===== src/verilog/flash_iap_map.svh =====
/*
  Special function register offsets, field positions, command codes and reset
  values of the flash in-application command sequencer.
  Assumes the core's special function register bus presents 8-bit addresses.
*/
`ifndef FLASH_IAP_MAP_SVH
`define FLASH_IAP_MAP_SVH

`define FIAP_KEY_FIRST_ADDR 8'h97
`define FIAP_KEY_SECOND_ADDR 8'hc4
`define FIAP_COMMAND_ADDR 8'hb2
`define FIAP_CONFIG_ADDR 8'hb1
`define FIAP_ADDR_LOW_ADDR 8'hb3
`define FIAP_ADDR_HIGH_ADDR 8'hb4
`define FIAP_DATA_ADDR 8'hb5
`define FIAP_STATE_ADDR 8'hb6

`define FIAP_KEY_FIRST_VAL 8'ha2
`define FIAP_KEY_SECOND_VAL 8'hdf
`define FIAP_ERASE_KEY_VAL 8'h55

`define FIAP_CFG_ENABLE_BIT 6
`define FIAP_ST_BUSY_BIT 7
`define FIAP_ST_REFUSED_BIT 6

`define FIAP_CMD_CHIP_ERASE 7'h01
`define FIAP_CMD_SECURE_PAGE 7'h03
`define FIAP_CMD_DISABLE 7'h05
`define FIAP_CMD_BOOT_CLOCK 7'h08
`define FIAP_CMD_SET_BOOT_VEC 7'h09
`define FIAP_CMD_SECTOR_ERASE 7'h0b
`define FIAP_CMD_BYTE_VERIFY 7'h0c
`define FIAP_CMD_PART0_ERASE 7'h0d
`define FIAP_CMD_BYTE_PROGRAM 7'h0e

`define FIAP_AH_SECURE_BASE 8'h90
`define FIAP_AH_SECURE_LAST 8'h94
`define FIAP_AH_DISABLE_BASE 8'hb0
`define FIAP_AH_DISABLE_LAST 8'hb3
`define FIAP_AH_CLOCK_DOUBLE 8'he0
`define FIAP_AH_BOOT_USER 8'he1
`define FIAP_AH_BOOT_ZERO 8'he2
`define FIAP_AH_SET_BOOT_VEC 8'hf0

`define FIAP_ID_MFR_ADDR 8'h30
`define FIAP_ID_DEV_ADDR 8'h31
`define FIAP_ID_EXT_ADDR 8'h32

`define FIAP_SECTOR_MASK 16'hff80
`define FIAP_PART0_LIMIT 16'h4000
`define FIAP_PAGE_LOCK_RESET 5'h1f
`define FIAP_BOOT_HI_DEFAULT 8'h40

`endif


===== src/verilog/flash_iap_pkg.sv =====
/*
  Types shared by the flash in-application command sequencer.
  Assumes the _map header supplies every numeric constant.
*/
`default_nettype none

package flash_iap_pkg;

  typedef enum logic [5:0] {
    FOP_NONE = 6'b000001,
    FOP_CHIP_ERASE = 6'b000010,
    FOP_PART0_ERASE = 6'b000100,
    FOP_SECTOR_ERASE = 6'b001000,
    FOP_BYTE_PROGRAM = 6'b010000,
    FOP_BYTE_VERIFY = 6'b100000
  } flash_op_t;

  typedef enum logic [2:0] {
    KEY_IDLE = 3'b001,
    KEY_FIRST_SEEN = 3'b010,
    KEY_ARMED = 3'b100
  } key_state_t;

  typedef enum logic [1:0] {
    SEQ_IDLE = 2'b01,
    SEQ_BUSY = 2'b10
  } seq_state_t;

endpackage : flash_iap_pkg

`default_nettype wire


===== src/verilog/flash_iap_command_sequencer.sv =====
/*
  Flash in-application command sequencer: mailbox registers on the core's
  special function register bus, unlock key check, command decode, page
  security, boot and clock settings, and the signature byte read.
  Assumes the flash array runs on core_clk_i, holds flash_done_i high for one
  cycle at the end of each operation and returns read data with it.
*/
`include "flash_iap_map.svh"
`default_nettype none

module flash_iap_command_sequencer #(
  parameter logic [7:0] MFR_ID = 8'h5a,      // arbitrary value
  parameter logic [7:0] DEV_ID = 8'ha5,      // arbitrary value
  parameter logic [7:0] DEV_EXT_ID = 8'h3c,  // arbitrary value
  parameter logic [7:0] BOOT_HI_DEFAULT = `FIAP_BOOT_HI_DEFAULT
) (
  input wire logic core_clk_i,
  input wire logic rst_b_i,
  input wire logic [7:0] sfr_addr_i,
  input wire logic sfr_wr_i,
  input wire logic sfr_rd_i,
  input wire logic [7:0] sfr_wdata_i,
  output logic [7:0] sfr_rdata_o,
  input wire logic external_access_pin_b_i,
  output logic cpu_stop_o,
  output logic ext_clock_sel_o,
  output logic timing_osc_en_o,
  output logic flash_req_o,
  output flash_iap_pkg::flash_op_t flash_op_o,
  output logic [15:0] flash_addr_o,
  output logic [7:0] flash_wdata_o,
  input wire logic flash_done_i,
  input wire logic [7:0] flash_rdata_i,
  output logic [4:0] page_unlocked_o,
  output logic six_clock_mode_o,
  output logic boot_from_user_o,
  output logic [15:0] boot_vector_o,
  output logic [3:0] extern_disable_o,
  input wire logic [7:0] id_addr_i,
  output logic [7:0] id_data_o
);

  logic ea_meta_reg;
  logic ea_sync_reg;
  flash_iap_pkg::key_state_t key_reg, key_next;
  flash_iap_pkg::seq_state_t seq_reg, seq_next;
  flash_iap_pkg::flash_op_t op_reg, op_next;
  logic [7:0] config_reg, config_next;
  logic [7:0] command_reg, command_next;
  logic [7:0] flash_addr_low_reg, flash_addr_low_next;
  logic [7:0] flash_addr_high_reg, flash_addr_high_next;
  logic [7:0] flash_data_reg, flash_data_next;
  logic refused_reg, refused_next;
  logic [4:0] lock_reg, lock_next;
  logic clk6_reg, clk6_next;
  logic boot_user_reg, boot_user_next;
  logic [7:0] boot_hi_reg, boot_hi_next;
  logic [3:0] dis_reg, dis_next;
  logic [7:0] rdata_reg, rdata_next;
  logic [7:0] id_reg, id_next;
  logic [15:0] op_addr_reg, op_addr_next;

  logic [15:0] cmd_addr;
  logic [2:0] cmd_page;
  logic cmd_page_open;
  logic [6:0] cmd_code;
  logic ext_exec;

  // pages 0-3 split the primary partition evenly, page 4 is the secondary one
  always_comb
  begin
    cmd_addr = {flash_addr_high_reg, flash_addr_low_reg};
    cmd_code = sfr_wdata_i[6:0];
    ext_exec = ~ea_sync_reg;
    if (cmd_addr < `FIAP_PART0_LIMIT)
    begin
      cmd_page = {1'b0, cmd_addr[13:12]};
    end
    else
    begin
      cmd_page = 3'h4;
    end
    cmd_page_open = lock_reg[cmd_page];
  end

  always_comb
  begin
    key_next = key_reg;
    seq_next = seq_reg;
    op_next = op_reg;
    config_next = config_reg;
    command_next = command_reg;
    flash_addr_low_next = flash_addr_low_reg;
    flash_addr_high_next = flash_addr_high_reg;
    flash_data_next = flash_data_reg;
    refused_next = refused_reg;
    lock_next = lock_reg;
    clk6_next = clk6_reg;
    boot_user_next = boot_user_reg;
    boot_hi_next = boot_hi_reg;
    dis_next = dis_reg;
    op_addr_next = op_addr_reg;
    rdata_next = rdata_reg;
    // any write other than the next expected step disarms the key
    if (sfr_wr_i)
    begin
      key_next = flash_iap_pkg::KEY_IDLE;
      if (sfr_addr_i == `FIAP_KEY_FIRST_ADDR)
      begin
        if (sfr_wdata_i == `FIAP_KEY_FIRST_VAL)
        begin
          key_next = flash_iap_pkg::KEY_FIRST_SEEN;
        end
      end
      else if (sfr_addr_i == `FIAP_KEY_SECOND_ADDR)
      begin
        if (sfr_wdata_i == `FIAP_KEY_SECOND_VAL && key_reg == flash_iap_pkg::KEY_FIRST_SEEN)
        begin
          key_next = flash_iap_pkg::KEY_ARMED;
        end
      end
      else if (sfr_addr_i == `FIAP_CONFIG_ADDR)
      begin
        config_next = sfr_wdata_i;
      end
      else if (sfr_addr_i == `FIAP_ADDR_LOW_ADDR)
      begin
        flash_addr_low_next = sfr_wdata_i;
      end
      else if (sfr_addr_i == `FIAP_ADDR_HIGH_ADDR)
      begin
        flash_addr_high_next = sfr_wdata_i;
      end
      else if (sfr_addr_i == `FIAP_DATA_ADDR)
      begin
        flash_data_next = sfr_wdata_i;
      end
      else if (sfr_addr_i == `FIAP_COMMAND_ADDR)
      begin
        command_next = sfr_wdata_i;
        // the CPU is stopped while busy, so a command never lands mid-operation
        if (key_reg == flash_iap_pkg::KEY_ARMED && config_reg[`FIAP_CFG_ENABLE_BIT]
            && seq_reg == flash_iap_pkg::SEQ_IDLE)
        begin
          refused_next = 1'b0;
          case (cmd_code)
            `FIAP_CMD_CHIP_ERASE:
            begin
              if (flash_data_reg == `FIAP_ERASE_KEY_VAL && ext_exec)
              begin
                op_next = flash_iap_pkg::FOP_CHIP_ERASE;
              end
              else
              begin
                refused_next = 1'b1;
              end
            end
            `FIAP_CMD_PART0_ERASE:
            begin
              if (flash_data_reg == `FIAP_ERASE_KEY_VAL)
              begin
                op_next = flash_iap_pkg::FOP_PART0_ERASE;
              end
              else
              begin
                refused_next = 1'b1;
              end
            end
            `FIAP_CMD_SECTOR_ERASE:
            begin
              op_next = flash_iap_pkg::FOP_SECTOR_ERASE;
              refused_next = ~cmd_page_open;
            end
            `FIAP_CMD_BYTE_PROGRAM:
            begin
              op_next = flash_iap_pkg::FOP_BYTE_PROGRAM;
              refused_next = ~cmd_page_open;
            end
            `FIAP_CMD_BYTE_VERIFY:
            begin
              op_next = flash_iap_pkg::FOP_BYTE_VERIFY;
              refused_next = ~cmd_page_open;
            end
            `FIAP_CMD_SECURE_PAGE:
            begin
              // clearing a bit only ever moves it from unprogrammed to programmed
              if (flash_addr_high_reg >= `FIAP_AH_SECURE_BASE && flash_addr_high_reg <= `FIAP_AH_SECURE_LAST)
              begin
                lock_next[flash_addr_high_reg[2:0]] = 1'b0;
              end
              else
              begin
                refused_next = 1'b1;
              end
            end
            `FIAP_CMD_DISABLE:
            begin
              if (flash_addr_high_reg >= `FIAP_AH_DISABLE_BASE && flash_addr_high_reg <= `FIAP_AH_DISABLE_LAST)
              begin
                dis_next[flash_addr_high_reg[1:0]] = 1'b1;
              end
              else
              begin
                refused_next = 1'b1;
              end
            end
            `FIAP_CMD_BOOT_CLOCK:
            begin
              if (flash_addr_high_reg == `FIAP_AH_CLOCK_DOUBLE)
              begin
                clk6_next = 1'b1;
              end
              else if (flash_addr_high_reg == `FIAP_AH_BOOT_USER)
              begin
                boot_user_next = 1'b1;
              end
              else if (flash_addr_high_reg == `FIAP_AH_BOOT_ZERO)
              begin
                boot_user_next = 1'b0;
              end
              else
              begin
                refused_next = 1'b1;
              end
            end
            `FIAP_CMD_SET_BOOT_VEC:
            begin
              if (flash_addr_high_reg == `FIAP_AH_SET_BOOT_VEC)
              begin
                boot_hi_next = flash_data_reg;
              end
              else
              begin
                refused_next = 1'b1;
              end
            end
            default:
            begin
              refused_next = 1'b1;
            end
          endcase
          if (op_next != flash_iap_pkg::FOP_NONE && !refused_next)
          begin
            seq_next = flash_iap_pkg::SEQ_BUSY;
            if (op_next == flash_iap_pkg::FOP_SECTOR_ERASE)
            begin
              op_addr_next = cmd_addr & `FIAP_SECTOR_MASK;
            end
            else
            begin
              op_addr_next = cmd_addr;
            end
          end
          else
          begin
            op_next = flash_iap_pkg::FOP_NONE;
          end
        end
      end
    end
    case (seq_reg)
      flash_iap_pkg::SEQ_IDLE:
      begin
      end
      flash_iap_pkg::SEQ_BUSY:
      begin
        if (flash_done_i)
        begin
          seq_next = flash_iap_pkg::SEQ_IDLE;
          op_next = flash_iap_pkg::FOP_NONE;
          if (op_reg == flash_iap_pkg::FOP_BYTE_VERIFY)
          begin
            flash_data_next = flash_rdata_i;
          end
          else if (op_reg == flash_iap_pkg::FOP_CHIP_ERASE)
          begin
            lock_next = `FIAP_PAGE_LOCK_RESET;
            dis_next = 4'h0;
            boot_user_next = 1'b0;
            boot_hi_next = BOOT_HI_DEFAULT;
          end
          else if (op_reg == flash_iap_pkg::FOP_PART0_ERASE)
          begin
            lock_next[3:0] = 4'hf;
          end
        end
      end
      default:
      begin
        seq_next = flash_iap_pkg::SEQ_IDLE;
      end
    endcase
    if (sfr_rd_i)
    begin
      if (sfr_addr_i == `FIAP_CONFIG_ADDR)
      begin
        rdata_next = config_reg;
      end
      else if (sfr_addr_i == `FIAP_COMMAND_ADDR)
      begin
        rdata_next = command_reg;
      end
      else if (sfr_addr_i == `FIAP_ADDR_LOW_ADDR)
      begin
        rdata_next = flash_addr_low_reg;
      end
      else if (sfr_addr_i == `FIAP_ADDR_HIGH_ADDR)
      begin
        rdata_next = flash_addr_high_reg;
      end
      else if (sfr_addr_i == `FIAP_DATA_ADDR)
      begin
        rdata_next = flash_data_reg;
      end
      else if (sfr_addr_i == `FIAP_STATE_ADDR)
      begin
        rdata_next = 8'h00;
        rdata_next[`FIAP_ST_BUSY_BIT] = (seq_reg == flash_iap_pkg::SEQ_BUSY);
        rdata_next[`FIAP_ST_REFUSED_BIT] = refused_reg;
      end
      else
      begin
        rdata_next = 8'h00;
      end
    end
  end

  always_comb
  begin
    if (id_addr_i == `FIAP_ID_MFR_ADDR)
    begin
      id_next = MFR_ID;
    end
    else if (id_addr_i == `FIAP_ID_DEV_ADDR)
    begin
      id_next = DEV_ID;
    end
    else if (id_addr_i == `FIAP_ID_EXT_ADDR)
    begin
      id_next = DEV_EXT_ID;
    end
    else
    begin
      id_next = 8'h00;
    end
  end

  always_ff @(posedge core_clk_i)
  begin
    if (!rst_b_i)
    begin
      ea_meta_reg <= 1'b1;
      ea_sync_reg <= 1'b1;
      key_reg <= flash_iap_pkg::KEY_IDLE;
      seq_reg <= flash_iap_pkg::SEQ_IDLE;
      op_reg <= flash_iap_pkg::FOP_NONE;
      config_reg <= 8'h00;
      command_reg <= 8'h00;
      flash_addr_low_reg <= 8'h00;
      flash_addr_high_reg <= 8'h00;
      flash_data_reg <= 8'h00;
      refused_reg <= 1'b0;
      lock_reg <= `FIAP_PAGE_LOCK_RESET;
      clk6_reg <= 1'b0;
      boot_user_reg <= 1'b0;
      boot_hi_reg <= BOOT_HI_DEFAULT;
      dis_reg <= 4'h0;
      op_addr_reg <= 16'h0000;
      rdata_reg <= 8'h00;
      id_reg <= 8'h00;
    end
    else
    begin
      ea_meta_reg <= external_access_pin_b_i;
      ea_sync_reg <= ea_meta_reg;
      key_reg <= key_next;
      seq_reg <= seq_next;
      op_reg <= op_next;
      config_reg <= config_next;
      command_reg <= command_next;
      flash_addr_low_reg <= flash_addr_low_next;
      flash_addr_high_reg <= flash_addr_high_next;
      flash_data_reg <= flash_data_next;
      refused_reg <= refused_next;
      lock_reg <= lock_next;
      clk6_reg <= clk6_next;
      boot_user_reg <= boot_user_next;
      boot_hi_reg <= boot_hi_next;
      dis_reg <= dis_next;
      op_addr_reg <= op_addr_next;
      rdata_reg <= rdata_next;
      id_reg <= id_next;
    end
  end

  always_comb
  begin
    cpu_stop_o = (seq_reg == flash_iap_pkg::SEQ_BUSY);
    ext_clock_sel_o = (seq_reg == flash_iap_pkg::SEQ_BUSY);
    // verify reads need no pulse timing, so the oscillator stays off for them
    timing_osc_en_o = (seq_reg == flash_iap_pkg::SEQ_BUSY)
                      && (op_reg != flash_iap_pkg::FOP_BYTE_VERIFY);
    flash_req_o = (seq_reg == flash_iap_pkg::SEQ_BUSY);
    flash_op_o = op_reg;
    flash_addr_o = op_addr_reg;
    flash_wdata_o = flash_data_reg;
    sfr_rdata_o = rdata_reg;
    page_unlocked_o = lock_reg;
    six_clock_mode_o = clk6_reg;
    boot_from_user_o = boot_user_reg;
    boot_vector_o = {boot_hi_reg, 8'h00};
    extern_disable_o = dis_reg;
    id_data_o = id_reg;
  end

endmodule : flash_iap_command_sequencer

`default_nettype wire


===== config.mk =====
export PLATFORM = sky130hd
export DESIGN_NAME = flash_iap_command_sequencer
export DESIGN_NICKNAME = d
export VERILOG_FILES = /design/src/verilog/flash_iap_pkg.sv /design/src/verilog/flash_iap_command_sequencer.sv
export VERILOG_INCLUDE_DIRS = /design/src /design/src/verilog
export SDC_FILE = /design/constraint.sdc
export NUM_CORES = 1
export LEC_CHECK = 0
export ABC_AREA = 1
export ABC_CLOCK_PERIOD_IN_PS = 2800
export BUFFER_PORTS_ARGS = -buffer_cell sky130_fd_sc_hd__buf_4
export CAP_MARGIN = 25
export CORE_MARGIN = 2
export CORE_UTILIZATION = 52
export CTS_BUF_LIST = sky130_fd_sc_hd__clkbuf_4 sky130_fd_sc_hd__clkbuf_8 sky130_fd_sc_hd__clkbuf_16
export CTS_CLUSTER_DIAMETER = 120
export DETAILED_ROUTE_END_ITERATION = 16
export PLACE_DENSITY = 0.77
export RECOVER_POWER = 100
export REMOVE_ABC_BUFFERS = 1
export SLEW_MARGIN = 20
export SYNTH_ARGS = -nofsm -noshare
export SYNTH_HDL_FRONTEND = slang
export SYNTH_SLANG_ARGS = --single-unit

===== constraint.sdc =====
create_clock -name core_clk_i -period 2.8 [get_ports core_clk_i]
set_clock_uncertainty 0.1 [all_clocks]
set_input_delay 0.56 -clock core_clk_i [delete_from_list [all_inputs] [get_ports core_clk_i]]
set_output_delay 0.56 -clock core_clk_i [all_outputs]
set_load 0.01 [all_outputs]

### After elaboration in Yosys (flattened, before gate mapping)

Index checks and enable logic that the tools add are counted.

| word-level totals | value |
|---|---|
| logic and storage cells | 248 |
| memory bits (read-only) | 0 |
| latch bits | 0 |
| memories | 0 |
| output and inout bits | 77 |
| RAM bits | 0 |
| register bits | 105 |

| cells by class | value |
|---|---|
| magnitude comparators | 10 |
| multiplexer cells | 149 |
| equality and inequality tests | 37 |
| reductions and logical operators | 20 |
| bitwise logic cells | 12 |
| multipliers | 0 |
| add/sub/neg operators | 0 |
| shift-type cells | 0 |
| div/mod/pow operators | 0 |

Operator list:

| operator | count |
|---|---|
| $mux W8 | 32 |
| $mux W6 | 24 |
| $eq A8 B8 Y1 const B | 14 |
| $mux W5 | 14 |
| $mux W4 | 17 |
| $eq A7 B4 Y1 const B | 6 |
| $mux W1 | 38 |
| $pmux W6 S5 | 1 |
| $eq A8 B6 Y1 const B | 3 |
| $mux W2 | 12 |
| $ge A8 B8 Y1 const B | 2 |
| $le A8 B8 Y1 const B | 2 |
| $lt A16 B15 Y1 const B | 1 |
| $mux W7 | 2 |
| $mux W3 | 4 |
| $reduce_and A11 Y1 | 1 |
| $logic_and A1 B1 Y1 | 10 |
| $reduce_and A10 Y1 | 1 |
| $not A1 Y1 | 9 |
| $reduce_and A9 Y1 | 1 |
| $eq A8 B7 Y1 const B | 1 |
| $lt A3 B4 Y1 const B | 2 |
| $reduce_and A8 Y1 | 1 |
| $eq A7 B1 Y1 const B | 1 |
| other kinds (29) | 29 |

### Longest topological paths before layout

Gate-level depths: netlist (run 1).

| depth | value |
|---|---|
| word-level depth | 29 |
| gate-level depth with buffers | 16 |
| depth with buffers taken out | 16 |

### Least setup slack after synthesis (run 1)

No wires, ideal clock.

| timing | value |
|---|---|
| path kind | input -> register |
| start point | input sfr_addr_i[6] |
| end point | register op_addr_reg[9] (netlist: flash_addr_o[9]) |
| setup slack | 0.612 ns |
| stages on the path | 11 |
| library setup time | 0.113 ns |
| arrival | 1.974 ns |
| cell sequence | inv_1 > nand2_1 > nor3_4 > nand3_4 > clkinv_2 > nand4_1 > nor2_2 > nand2_4 > buf_6 > o21ai_1 > nor2_1 |

| on the way | value |
|---|---|
| word-level cells in the longest chain between the ends | 3 |
| elaborated cells on any way between the ends | 14 |
| classes of those cells | 7 x eq/ne; 6 x bitwise; 1 x reduce/logical |

Ends and longest elaborated chain:

| what | line | text |
|---|---|---|
| from (decl) | flash_iap_command_sequencer.sv:19 | `input wire logic [7:0] sfr_addr_i,` |
| $eq A8 B8 Y1 (no line) | -- |  |
| $not A1 Y1 (no line) | -- |  |
| $reduce_and A10 Y1 (no line) * | -- |  |
| to (signal assigned) | flash_iap_command_sequencer.sv:390 | `op_addr_reg <= op_addr_next;` |
| to (decl) | flash_iap_command_sequencer.sv:61 | `logic [15:0] op_addr_reg, op_addr_next;` |

Mark *: on every way between the ends. The rest lies on a longest branch, timed or not.
A chain may end at the register's enable or synchronous reset.

### Worst setup path in the final report (run 1)

| timing | value |
|---|---|
| start point | register seq_reg[0] |
| end point | output timing_osc_en_o |

| on the way | value |
|---|---|
| word-level cells in the longest chain between the ends | 2 |

Ends and longest elaborated chain:

| what | line | text |
|---|---|---|
| from (decl) | flash_iap_command_sequencer.sv:46 | `flash_iap_pkg::seq_state_t seq_reg, seq_next;` |
| from (signal assigned) | flash_iap_command_sequencer.sv:355 | `seq_reg <= flash_iap_pkg::SEQ_IDLE;` |
| from (signal assigned) | flash_iap_command_sequencer.sv:377 | `seq_reg <= seq_next;` |
| $eq A2 B2 Y1 | flash_iap_command_sequencer.sv:401 | `timing_osc_en_o = (seq_reg == flash_iap_pkg::SEQ_BUSY)` |
| $logic_and A1 B1 Y1 | flash_iap_command_sequencer.sv:402 | `&& (op_reg != flash_iap_pkg::FOP_BYTE_VERIFY);` |
| to (decl) | flash_iap_command_sequencer.sv:27 | `output logic timing_osc_en_o,` |

No other way between the ends.

==> results by group, run 1 <==
Floorplan
  • Row count: 36
  • Die H: ~100 um
  • Die area: 0.0107 mm^2
  • I/O pin cnt: ~120
  • Die width: 104 um
  • Core ar.: between 0.009 and 0.01 mm^2
  • Starting Density: 53.3%

CTS
  • Clock transition at the registers of the reported paths: ~100 ps
  • Total CTS buffers: 9
  • CTS sink cnt: 101
  • Setup Fix Bufs, Post-CTS: 0
  • Clock Path Buffers: 2
  • Cts hold-fix bufs: 0
  • Root buffer cell: clkbuf_8
  • CTS tree: done
  • Htree depth: 3
  • CTS resizes: 0
  • Latest clock arrival within the worst-skew pair: around 380 ps

Setup path
  • Register-to-Register Path Depth: 14
  • Kind of critical path: reg2out
  • Crit start category: register
  • Worst EP arrival: 1750 ps
  • Endpoint type of the worst setup path: primary output
  • Required time worst endpoint: 2140 ps
  • CP Max Fanout: 7

Drt
  • Initial DRC Count: between 300 and 400
  • DR vias/cell: between 5 and 6
  • WL met1: 6780 um
  • Routed wl met3: 1430 um
  • Top sig layer: met4
  • DRC: 0
  • Antenna viol nets, final: 0
  • Final WL: ~15000 um
  • Routed vias: 5388
  • First-pass DRT Iterations: 5
  • Wirelength per Cell: 15.6 um
  • Metal2 WL: 6660 um

Power
  • Switch Pwr: 0.685 mW
  • Flop pwr share: 56.2%
  • Pwr dens: roughly 430 mW/mm^2
  • Sw frac: 26.6%
  • Gate power share: 7.5%
  • Worst IR Drop VDD: ~0.28 mV
  • Pleak: roughly 2.6 nW
  • Clk pwr share: 36.3%
  • Internal Power: ~1.9 mW

Timing
  • Max-Slew Margin vs Limit: -24.8%
  • Worst-Margin Slew: 1870 ps
  • Final setup viols: 0
  • Fin crit period: 2410 ps
  • Fmax: 415 MHz
  • Final period util: 86.0%
  • Slew Viols, Final: 50
  • RSZ-0062 raised after global routing: false
  • Hold Fails Final Rpt: 0
  • Setup TNS: 0 ps
  • Hold WS: 249 ps

Layout
  • Filler cells: 970
  • Synthesis-to-finish area growth: 15.6%
  • N_diodes: 0
  • Layout cells sized above 1: around 12%
  • Nets: 892
  • Max FFs per register: 16

Logic synthesis
  • Avg Cell Area, Syn: ~6.9 um^2
  • Main synth FF type: dfxtp_1
  • Number of synthesized flops with an enable pin: 0
  • Synth Cell Area: slightly above 0.005 mm^2
  • Most common cell in the synthesized netlist: nand2_1
  • Cell accounting for the most synthesized area: dfxtp_1
  • Sequential share of the synthesized area: between 30% and 40%
  • Ys async rst share: 0%
  • Post-synthesis cell count: 744
  • Synth unique cells: 45
  • Commonest cells in the netlist: nand2_1, dfxtp_1, inv_1
  • Yosys reg bits: ~100
  • YS warnings: 0
  • Top-area cell type share of the netlist area: 39.2%
  • Ranking of synthesized cells by area: dfxtp_1, nand2_1, inv_1, nor2_1, o21ai_0

GRT
  • Antenna violations before repair: 1
  • Vias in the first global route: 4958
  • Largest net degree at the start of global routing: 50
  • Grt ovf: 0
  • First-pass GRT wire length: between 20000 and 25000 um
  • GRT Total Usage: 29.2%

Hold path
  • Worst hold path depth: 2
  • Worst Hold Class: in2reg

Placed design
  • IO buf count: about 110
  • Routability cong.: 0.993
  • Post-DP HPWL: 11900 um

Outcome
  • Failing checks: capacitance limit, slew limit
  • Status: finished, violations left

Run
  • Maxcap violations: 1
## power groups by stage
stage | logic [mW] | clock network (mW) | registers (mW)
5_1_grt | 0.210 | 1.01 | 1.45
2_1_floorplan | 0.0834 | 0 | 1.48
3_5_place_dp | 0.196 | 0 | 1.48
3_3_place_gp | 0.194 | 0 | 1.48
4_1_cts | 0.197 | 0.938 | 1.45
6_report | 0.193 | 0.935 | 1.45
## routing by layer
| metal | track usage (%) | vias up |
|---|---|---|
| met3 | 6.04 | 38 |
| li1 | - | 2657 |
| met4 | 14.7 | 0 |
| met1 | 39.1 | 2427 |
| met2 | 44.7 | 266 |
| met5 | 0 | - |
## cell usage in the layout (no fill, tap or decap), types with 2 or more instances in the layout
| cell | count |
|---|---|
| a211oi_1 | 9 |
| a21oi_1 | 55 |
| a221oi_1 | 4 |
| a31o_2 | 2 |
| a31oi_1 | 6 |
| buf_4 | 47 |
| clkbuf_1 | 74 |
| clkbuf_4 | 2 |
| clkbuf_8 | 10 |
| conb_1 | 8 |
| dfxtp_1 | 101 |
| ha_1 | 2 |
| inv_1 | 90 |
| inv_2 | 8 |
| inv_6 | 3 |
| inv_8 | 2 |
| nand2_1 | 148 |
| nand2_2 | 5 |
| nand3_1 | 29 |
| nand3_4 | 3 |
| nand3b_1 | 5 |
| nand4_1 | 21 |
| nor2_1 | 89 |
| nor2_2 | 11 |
| nor2_4 | 4 |
| nor3_1 | 10 |
| nor4_1 | 5 |
| o2111ai_1 | 2 |
| o21ai_0 | 65 |
| o21ai_1 | 8 |
| o21bai_1 | 8 |
| o221ai_1 | 2 |
| o22ai_1 | 5 |
| or2_2 | 3 |
## final timing paths
check / startpoint / slack, ps / end
min: id_addr_i[1] / 250 / id_data_o[1]$_SDFF_PN0_
min reg2reg: ea_meta_reg$_SDFF_PN1_ / 320 / ea_sync_reg$_SDFF_PN1_
max reg2reg: flash_wdata_o[1]$_SDFF_PN0_ / 440 / flash_addr_o[1]$_SDFFE_PN0P_
max: seq_reg[0]$_SDFF_PN1_ / 390 / timing_osc_en_o
## cell type report
| type | count | area (um^2) | share of cell area [%] |
|---|---|---|---|
| multi-input combinational | 517 | 2560 | 42.9 |
| inverter | 101 | 385 | 6.46 |
| clock inverter | 5 | 48.8 | 0.818 |
| clock buffer | 11 | 145 | 2.43 |
| sequential | 101 | 2020 | 33.9 |
| tap | 133 | 166 | 2.79 |
| timing repair buffer | 122 | 638 | 10.7 |
## stage by stage
| step | cell area (um^2) | cells | total power [mW] | util [%] | setup slack [ps] |
|---|---|---|---|---|---|
| after floorplan | 4980 | 719 | 1.57 | - | 464 |
| after global placement | 6060 | 974 | 1.68 | 62.6 | 215 |
| after detailed placement | 6060 | 974 | 1.68 | 62.6 | 198 |
| after CTS | 6250 | 990 | 2.58 | 64.6 | 382 |
| after global routing | 5960 | 990 | 2.67 | 61.6 | 142 |
| final | 5960 | 990 | 2.58 | 61.6 | 392 |
## worst max-delay path, cell delays in order, from the launching register on
cell and delay (ps):
dfxtp_1 320, inv_1 90, ha_1 410, inv_1 130, nor2_1 240, clkbuf_1 180
## cells by family after synthesis
group,Yosys count,synth area share [%]
compound gates,170,18.6
buf+inv,133,11.5
other cells,1,0.0727
flops,101,39.2
fa+ha+maj,2,0.485
simple gates,337,30.2
No activity file was read; power rests on OpenSTA's default activity.
==> run 2, diff against run 1 <==
--- a/config.mk
+++ b/config.mk
@@ -10,15 +10,17 @@
 export ABC_CLOCK_PERIOD_IN_PS = 2800
 export BUFFER_PORTS_ARGS = -buffer_cell sky130_fd_sc_hd__buf_4
 export CAP_MARGIN = 25
+export CELL_PAD_IN_SITES_DETAIL_PLACEMENT = 0
+export CELL_PAD_IN_SITES_GLOBAL_PLACEMENT = 1
 export CORE_MARGIN = 2
-export CORE_UTILIZATION = 52
+export CORE_UTILIZATION = 38
 export CTS_BUF_LIST = sky130_fd_sc_hd__clkbuf_4 sky130_fd_sc_hd__clkbuf_8 sky130_fd_sc_hd__clkbuf_16
 export CTS_CLUSTER_DIAMETER = 120
 export DETAILED_ROUTE_END_ITERATION = 16
-export PLACE_DENSITY = 0.77
+export PLACE_DENSITY_LB_ADDON = 0.1
 export RECOVER_POWER = 100
 export REMOVE_ABC_BUFFERS = 1
-export SLEW_MARGIN = 20
+export SLEW_MARGIN = 25
 export SYNTH_ARGS = -nofsm -noshare
 export SYNTH_HDL_FRONTEND = slang
 export SYNTH_SLANG_ARGS = --single-unit
==> results by group, run 2 (synthesis results as in run 1) <==
Drt
  • Final WL: ~17000 um
  • Initial DRC Count: 338
  • DRC: 0
  • DR vias/cell: 5.05
  • Antenna viol nets, final: 0
  • Wirelength per Cell: 16.1 um
  • Routed vias: about 5200
  • First-pass DRT Iterations: 5

Setup path
  • Kind of critical path: in2reg
  • Crit start category: input pin
  • Worst EP arrival: 2720 ps
  • Endpoint type of the worst setup path: register
  • CP Max Fanout: 27
  • Required time worst endpoint: 2930 ps

Power
  • Sw frac: between 20% and 30%
  • Pleak: 2.70 nW
  • Flop pwr share: 48.0%
  • Clk pwr share: 45.5%
  • Internal Power: 2.32 mW
  • Pwr dens: just under 500 mW/mm^2
  • Gate power share: 6.5%
  • Switch Pwr: ~0.70 mW
  • Worst IR Drop VDD: 0.253 mV

Timing
  • Hold Fails Final Rpt: 0
  • Slew Viols, Final: 28
  • Fmax: approximately 390 MHz
  • RSZ-0062 raised after global routing: false
  • Setup TNS: 0 ps
  • Worst-Margin Slew: 1610 ps
  • Final setup viols: 0
  • Final period util: 92.3%
  • Fin crit period: 2590 ps
  • Max-Slew Margin vs Limit: -7.15%

CTS
  • Root buffer cell: clkbuf_16
  • Latest clock arrival within the worst-skew pair: about 360 ps
  • CTS tree: done
  • Htree depth: 3
  • Cts hold-fix bufs: 0
  • CTS sink cnt: ~100
  • Clock Path Buffers: 2
  • CTS resizes: 0
  • Setup Fix Bufs, Post-CTS: 0
  • Clock transition at the registers of the reported paths: 70 ps
  • Total CTS buffers: 9

Floorplan
  • Die width: 121 um
  • Core ar.: 0.0132 mm^2
  • I/O pin cnt: around 120
  • Row count: 42
  • Die H: 121 um
  • Die area: 0.0145 mm^2
  • Starting Density: 38.9%

Layout
  • Finished Cell Area: 0.00616 mm^2
  • Max FFs per register: 16
  • Most frequent cells in the layout: nand2_1, dfxtp_1, nor2_1, inv_1, clkbuf_1
  • N_diodes: 0
  • Filler cells: 1457
  • Util after Layout: around 46%
  • Most common cell after layout, fill and taps aside: nand2_1
  • Synthesis-to-finish area growth: 19.4%
  • Non-Filler Instances: 1037
  • Nets: 896
  • Register area: 0.00202 mm^2
  • Area of the multi-input gates: 0.00255 mm^2
  • Layout cells sized above 1: a little under an eighth

GRT
  • First-pass GRT wire length: between 20000 and 30000 um
  • Met1 Use GR: a little under a third
  • GR Layer Usage met2: 37.5%
  • Vias in the first global route: 4947
  • Met3 GRT Util: 5.19%
  • Grt ovf: 0
  • Largest net degree at the start of global routing: 50
  • GRT Total Usage: 23.4%
  • Antenna violations before repair: 0
  • Most Crowded Layer GR: met2

Placed design
  • DP Cell Count: around 1000
  • Post-DP Area: 0.00614 mm^2
  • Routability cong.: 0.929
  • Post-DP HPWL: 12900 um
  • IO buf count: 106

Outcome
  • Failing checks: capacitance limit, slew limit
  • Status: finished, violations left

Hold path
  • Worst Hold Class: in2reg

Run
  • Maxcap violations: 1
==> run 2: changes by cell type in the layout (fill, tap and decap cells not counted), sizes merged <==
cell	before	now
clkbuf	86	89
clkinv	3	5
inv	103	100
bufinv	0	2
==> run 2: area by class of cell <==
type                    count  share of cell area [%]
clock buffers              10                    3.78
clock inverters             6                    1.52
well taps                 176                    3.58
repair buffers            126                    10.6
flip-flops and latches    101                    32.8
inverters                 101                    6.26
multi-input cells         517                    41.4
==> run 2: worst paths after layout <==
check / cells after the start / from / end / slack (ps)
max: 7 / rst_b_i / boot_hi_reg[3]$_SDFF_PN0_ / 210
min: 2 / id_addr_i[1] / id_data_o[1]$_SDFF_PN0_ / 280
max reg2reg: 12 / flash_addr_high_reg[0]$_SDFFE_PN0P_ / flash_addr_o[2]$_SDFFE_PN0P_ / 440
min reg2reg: 1 / ea_meta_reg$_SDFF_PN1_ / ea_sync_reg$_SDFF_PN1_ / 310
==> run 2: per-stage QoR <==
| step | total power, mW | setup slack (ps) | hold WS [ps] |
|---|---|---|---|
| 2_1_floorplan | 1.57 | 464 | 293 |
| 3_3_place_gp | 1.68 | 219 | 300 |
| 3_5_place_dp | 1.69 | 188 | 300 |
| 4_1_cts | 3.06 | 470 | 265 |
| 5_1_grt | 3.13 | 115 | 266 |
| 6_report | 3.02 | 214 | 280 |
==> run 2: layer usage <==
layer  part of all wire, %  vias to the layer above
met1                    47                     2383
li1                      -                     2654
met5                     0                        -
met4                   1.9                        0
met3                   6.2                       23
met2                    45                      177
==> run 2: critical path, cell delays in order <==
cell and delay (ps):
buf_4 120, clkinv_1 90, clkbuf_1 1180, o21ai_1 230, clkbuf_1 310, o21ai_0 160
a21oi_1 60
==> run 2: power groups by stage <==
stage | clock network [mW] | registers, mW | logic [mW]
CTS | 1.41 | 1.45 | 0.203
finish | 1.38 | 1.45 | 0.196
global placement | 0 | 1.48 | 0.201
detailed placement | 0 | 1.48 | 0.203
floorplan | 0 | 1.48 | 0.0834
global route | 1.46 | 1.45 | 0.215
==> run 3, diff against run 2 <==
--- a/config.mk
+++ b/config.mk
@@ -17,8 +17,8 @@
 export CTS_BUF_LIST = sky130_fd_sc_hd__clkbuf_4 sky130_fd_sc_hd__clkbuf_8 sky130_fd_sc_hd__clkbuf_16
 export CTS_CLUSTER_DIAMETER = 120
 export DETAILED_ROUTE_END_ITERATION = 16
+export GPL_TIMING_DRIVEN = 0
 export PLACE_DENSITY_LB_ADDON = 0.1
-export RECOVER_POWER = 100
 export REMOVE_ABC_BUFFERS = 1
 export SLEW_MARGIN = 25
 export SYNTH_ARGS = -nofsm -noshare
==> results by group, run 3 (synthesis results as in run 1) <==
Drt
  • Final WL: roughly 16000 um
  • DRC: 0
  • Routed vias: 5235
  • Routed wl met3: 963 um
  • Top sig layer: met4
  • Initial DRC Count: 290
  • Wirelength per Cell: ~16 um
  • WL met1: 7720 um
  • DR vias/cell: 5.14
  • First-pass DRT Iterations: 5
  • Antenna viol nets, final: 0
  • Metal2 WL: 7300 um

GRT
  • Vias in the first global route: between 4000 and 5000
  • First-pass GRT wire length: 25400 um
  • Grt ovf: 0
  • Largest net degree at the start of global routing: 51
  • GRT Total Usage: 22.6%
  • Antenna violations before repair: 0

Floorplan
  • Core ar.: 0.0132 mm^2
  • Row count: 42
  • Die width: 121 um
  • Starting Density: 38.9%
  • Die area: 0.0145 mm^2
  • I/O pin cnt: 115
  • Die H: 121 um

CTS
  • Clock Path Buffers: 2
  • Latest clock arrival within the worst-skew pair: between 300 and 400 ps
  • CTS tree: done
  • Root buffer cell: clkbuf_16
  • Setup Fix Bufs, Post-CTS: 0
  • Clock transition at the registers of the reported paths: ~70 ps
  • CTS sink cnt: 101
  • Total CTS buffers: 9
  • Htree depth: 3

Layout
  • Most common cell after layout, fill and taps aside: nand2_1
  • Max FFs per register: 16
  • Most frequent cells in the layout: nand2_1, buf_4, dfxtp_1, inv_1, nor2_1
  • N_diodes: 0
  • Synthesis-to-finish area growth: 22.7%
  • Nets: 877
  • Filler cells: about 1400
  • Non-Filler Instances: between 1000 and 1500
  • Finished Cell Area: 0.00633 mm^2
  • Layout cells sized above 1: 20.5%

Timing
  • Hold Fails Final Rpt: 0
  • Hold WS: 285 ps
  • Fmax: 382 MHz
  • Fin crit period: around 2600 ps
  • Final period util: 93.6%
  • Slew Viols, Final: 0
  • Max-Slew Margin vs Limit: 33.7%
  • Final setup viols: 0
  • Worst-Margin Slew: 991 ps
  • RSZ-0062 raised after global routing: false

Hold path
  • Worst Hold Class: in2reg

Outcome
  • Status: complete, no violations

Placed design
  • DP Cell Count: about 1000
  • Routability cong.: around 0.86
  • Post-DP HPWL: 12300 um
  • IO buf count: 106
  • Post-DP Area: 0.00601 mm^2

Setup path
  • Endpoint type of the worst setup path: register
  • Kind of critical path: in2reg
  • CP Max Fanout: 50
  • Worst EP arrival: 2750 ps
  • Crit start category: input pin
  • Required time worst endpoint: about 2900 ps

Power
  • Pwr dens: 467 mW/mm^2
  • Worst IR Drop VDD: 0.299 mV
  • Pleak: around 2.9 nW
  • Total Power: 2.95 mW

Run
  • Maxcap violations: 0
run 3: cell types whose count changed in the layout (fill, tap and decap cells not counted), moves of 2 or more:
| cell | change |
|---|---|
| inv_2 | +2 |
| nand2_1 | -2 |
| clkinv_1 | -3 |
| nand2_2 | +2 |
| nor2_2 | +7 |
| nor2_1 | -7 |
| buf_4 | +59 |
| clkbuf_1 | -77 |
run 3: metrics by stage:
| step | TNS, ps | worst slack (ps) | util, % |
|---|---|---|---|
| floorplan | 0 | 464 | - |
| global placement | -19790 | -1480 | 45.3 |
| detailed placement | -6350 | -840 | 45.4 |
| CTS | 0 | 41.9 | 47.7 |
| global route | 0 | 39.0 | 47.8 |
| finish | 0 | 179 | 47.8 |
run 3: path summary, 6_finish.rpt:
kind | start | to | slack [ps] | depth (start not counted)
max reg2reg | seq_reg[0]$_SDFF_PN1_ | page_unlocked_o[3]$_SDFF_PN1_ | 390 | 10
min reg2reg | ea_meta_reg$_SDFF_PN1_ | ea_sync_reg$_SDFF_PN1_ | 320 | 1
max | rst_b_i | page_unlocked_o[3]$_SDFF_PN1_ | 180 | 8
min | id_addr_i[1] | id_data_o[1]$_SDFF_PN0_ | 290 | 2
run 3: report_power, final:
group	leakage, nW	internal (mW)	total (mW)	switching (mW)
clock network	0.150	0.727	1.31	0.585
logic	1.95	0.0684	0.194	0.126
registers	0.816	1.44	1.45	0.00485
total	2.91	2.24	2.95	0.716
run 3: per-layer routing:
metal	up-vias	GRT usage (%)
met4	0	6.90
met2	175	35.5
met5	-	0
li1	2628	-
met1	2415	31.7
met3	17	3.58
run 3: what timing repair did:
action,4_1_cts,5_1_grt
hold buffers,0,0
cloned,0,0
resized for setup,2,1
endpoints found under the setup margin,4,3
run 3: cell type report:
cell class,count,area (um^2),area share [%]
Clock inverter,5,66.3,1.05
Clock buffer,11,240,3.80
Inverter,101,387,6.11
Timing Repair Buffer,107,811,12.8
Sequential cell,101,2020,32.0
Tap cell,176,220,3.48
Multi-Input combinational cell,517,2580,40.8
run 3: worst max-delay path: stages:
cell and delay, ps:
buf_4 390, clkinv_2 330, nor2_1 320, inv_1 190, o21ai_2 230, inv_1 230
a31oi_2 320, o21ai_0 150
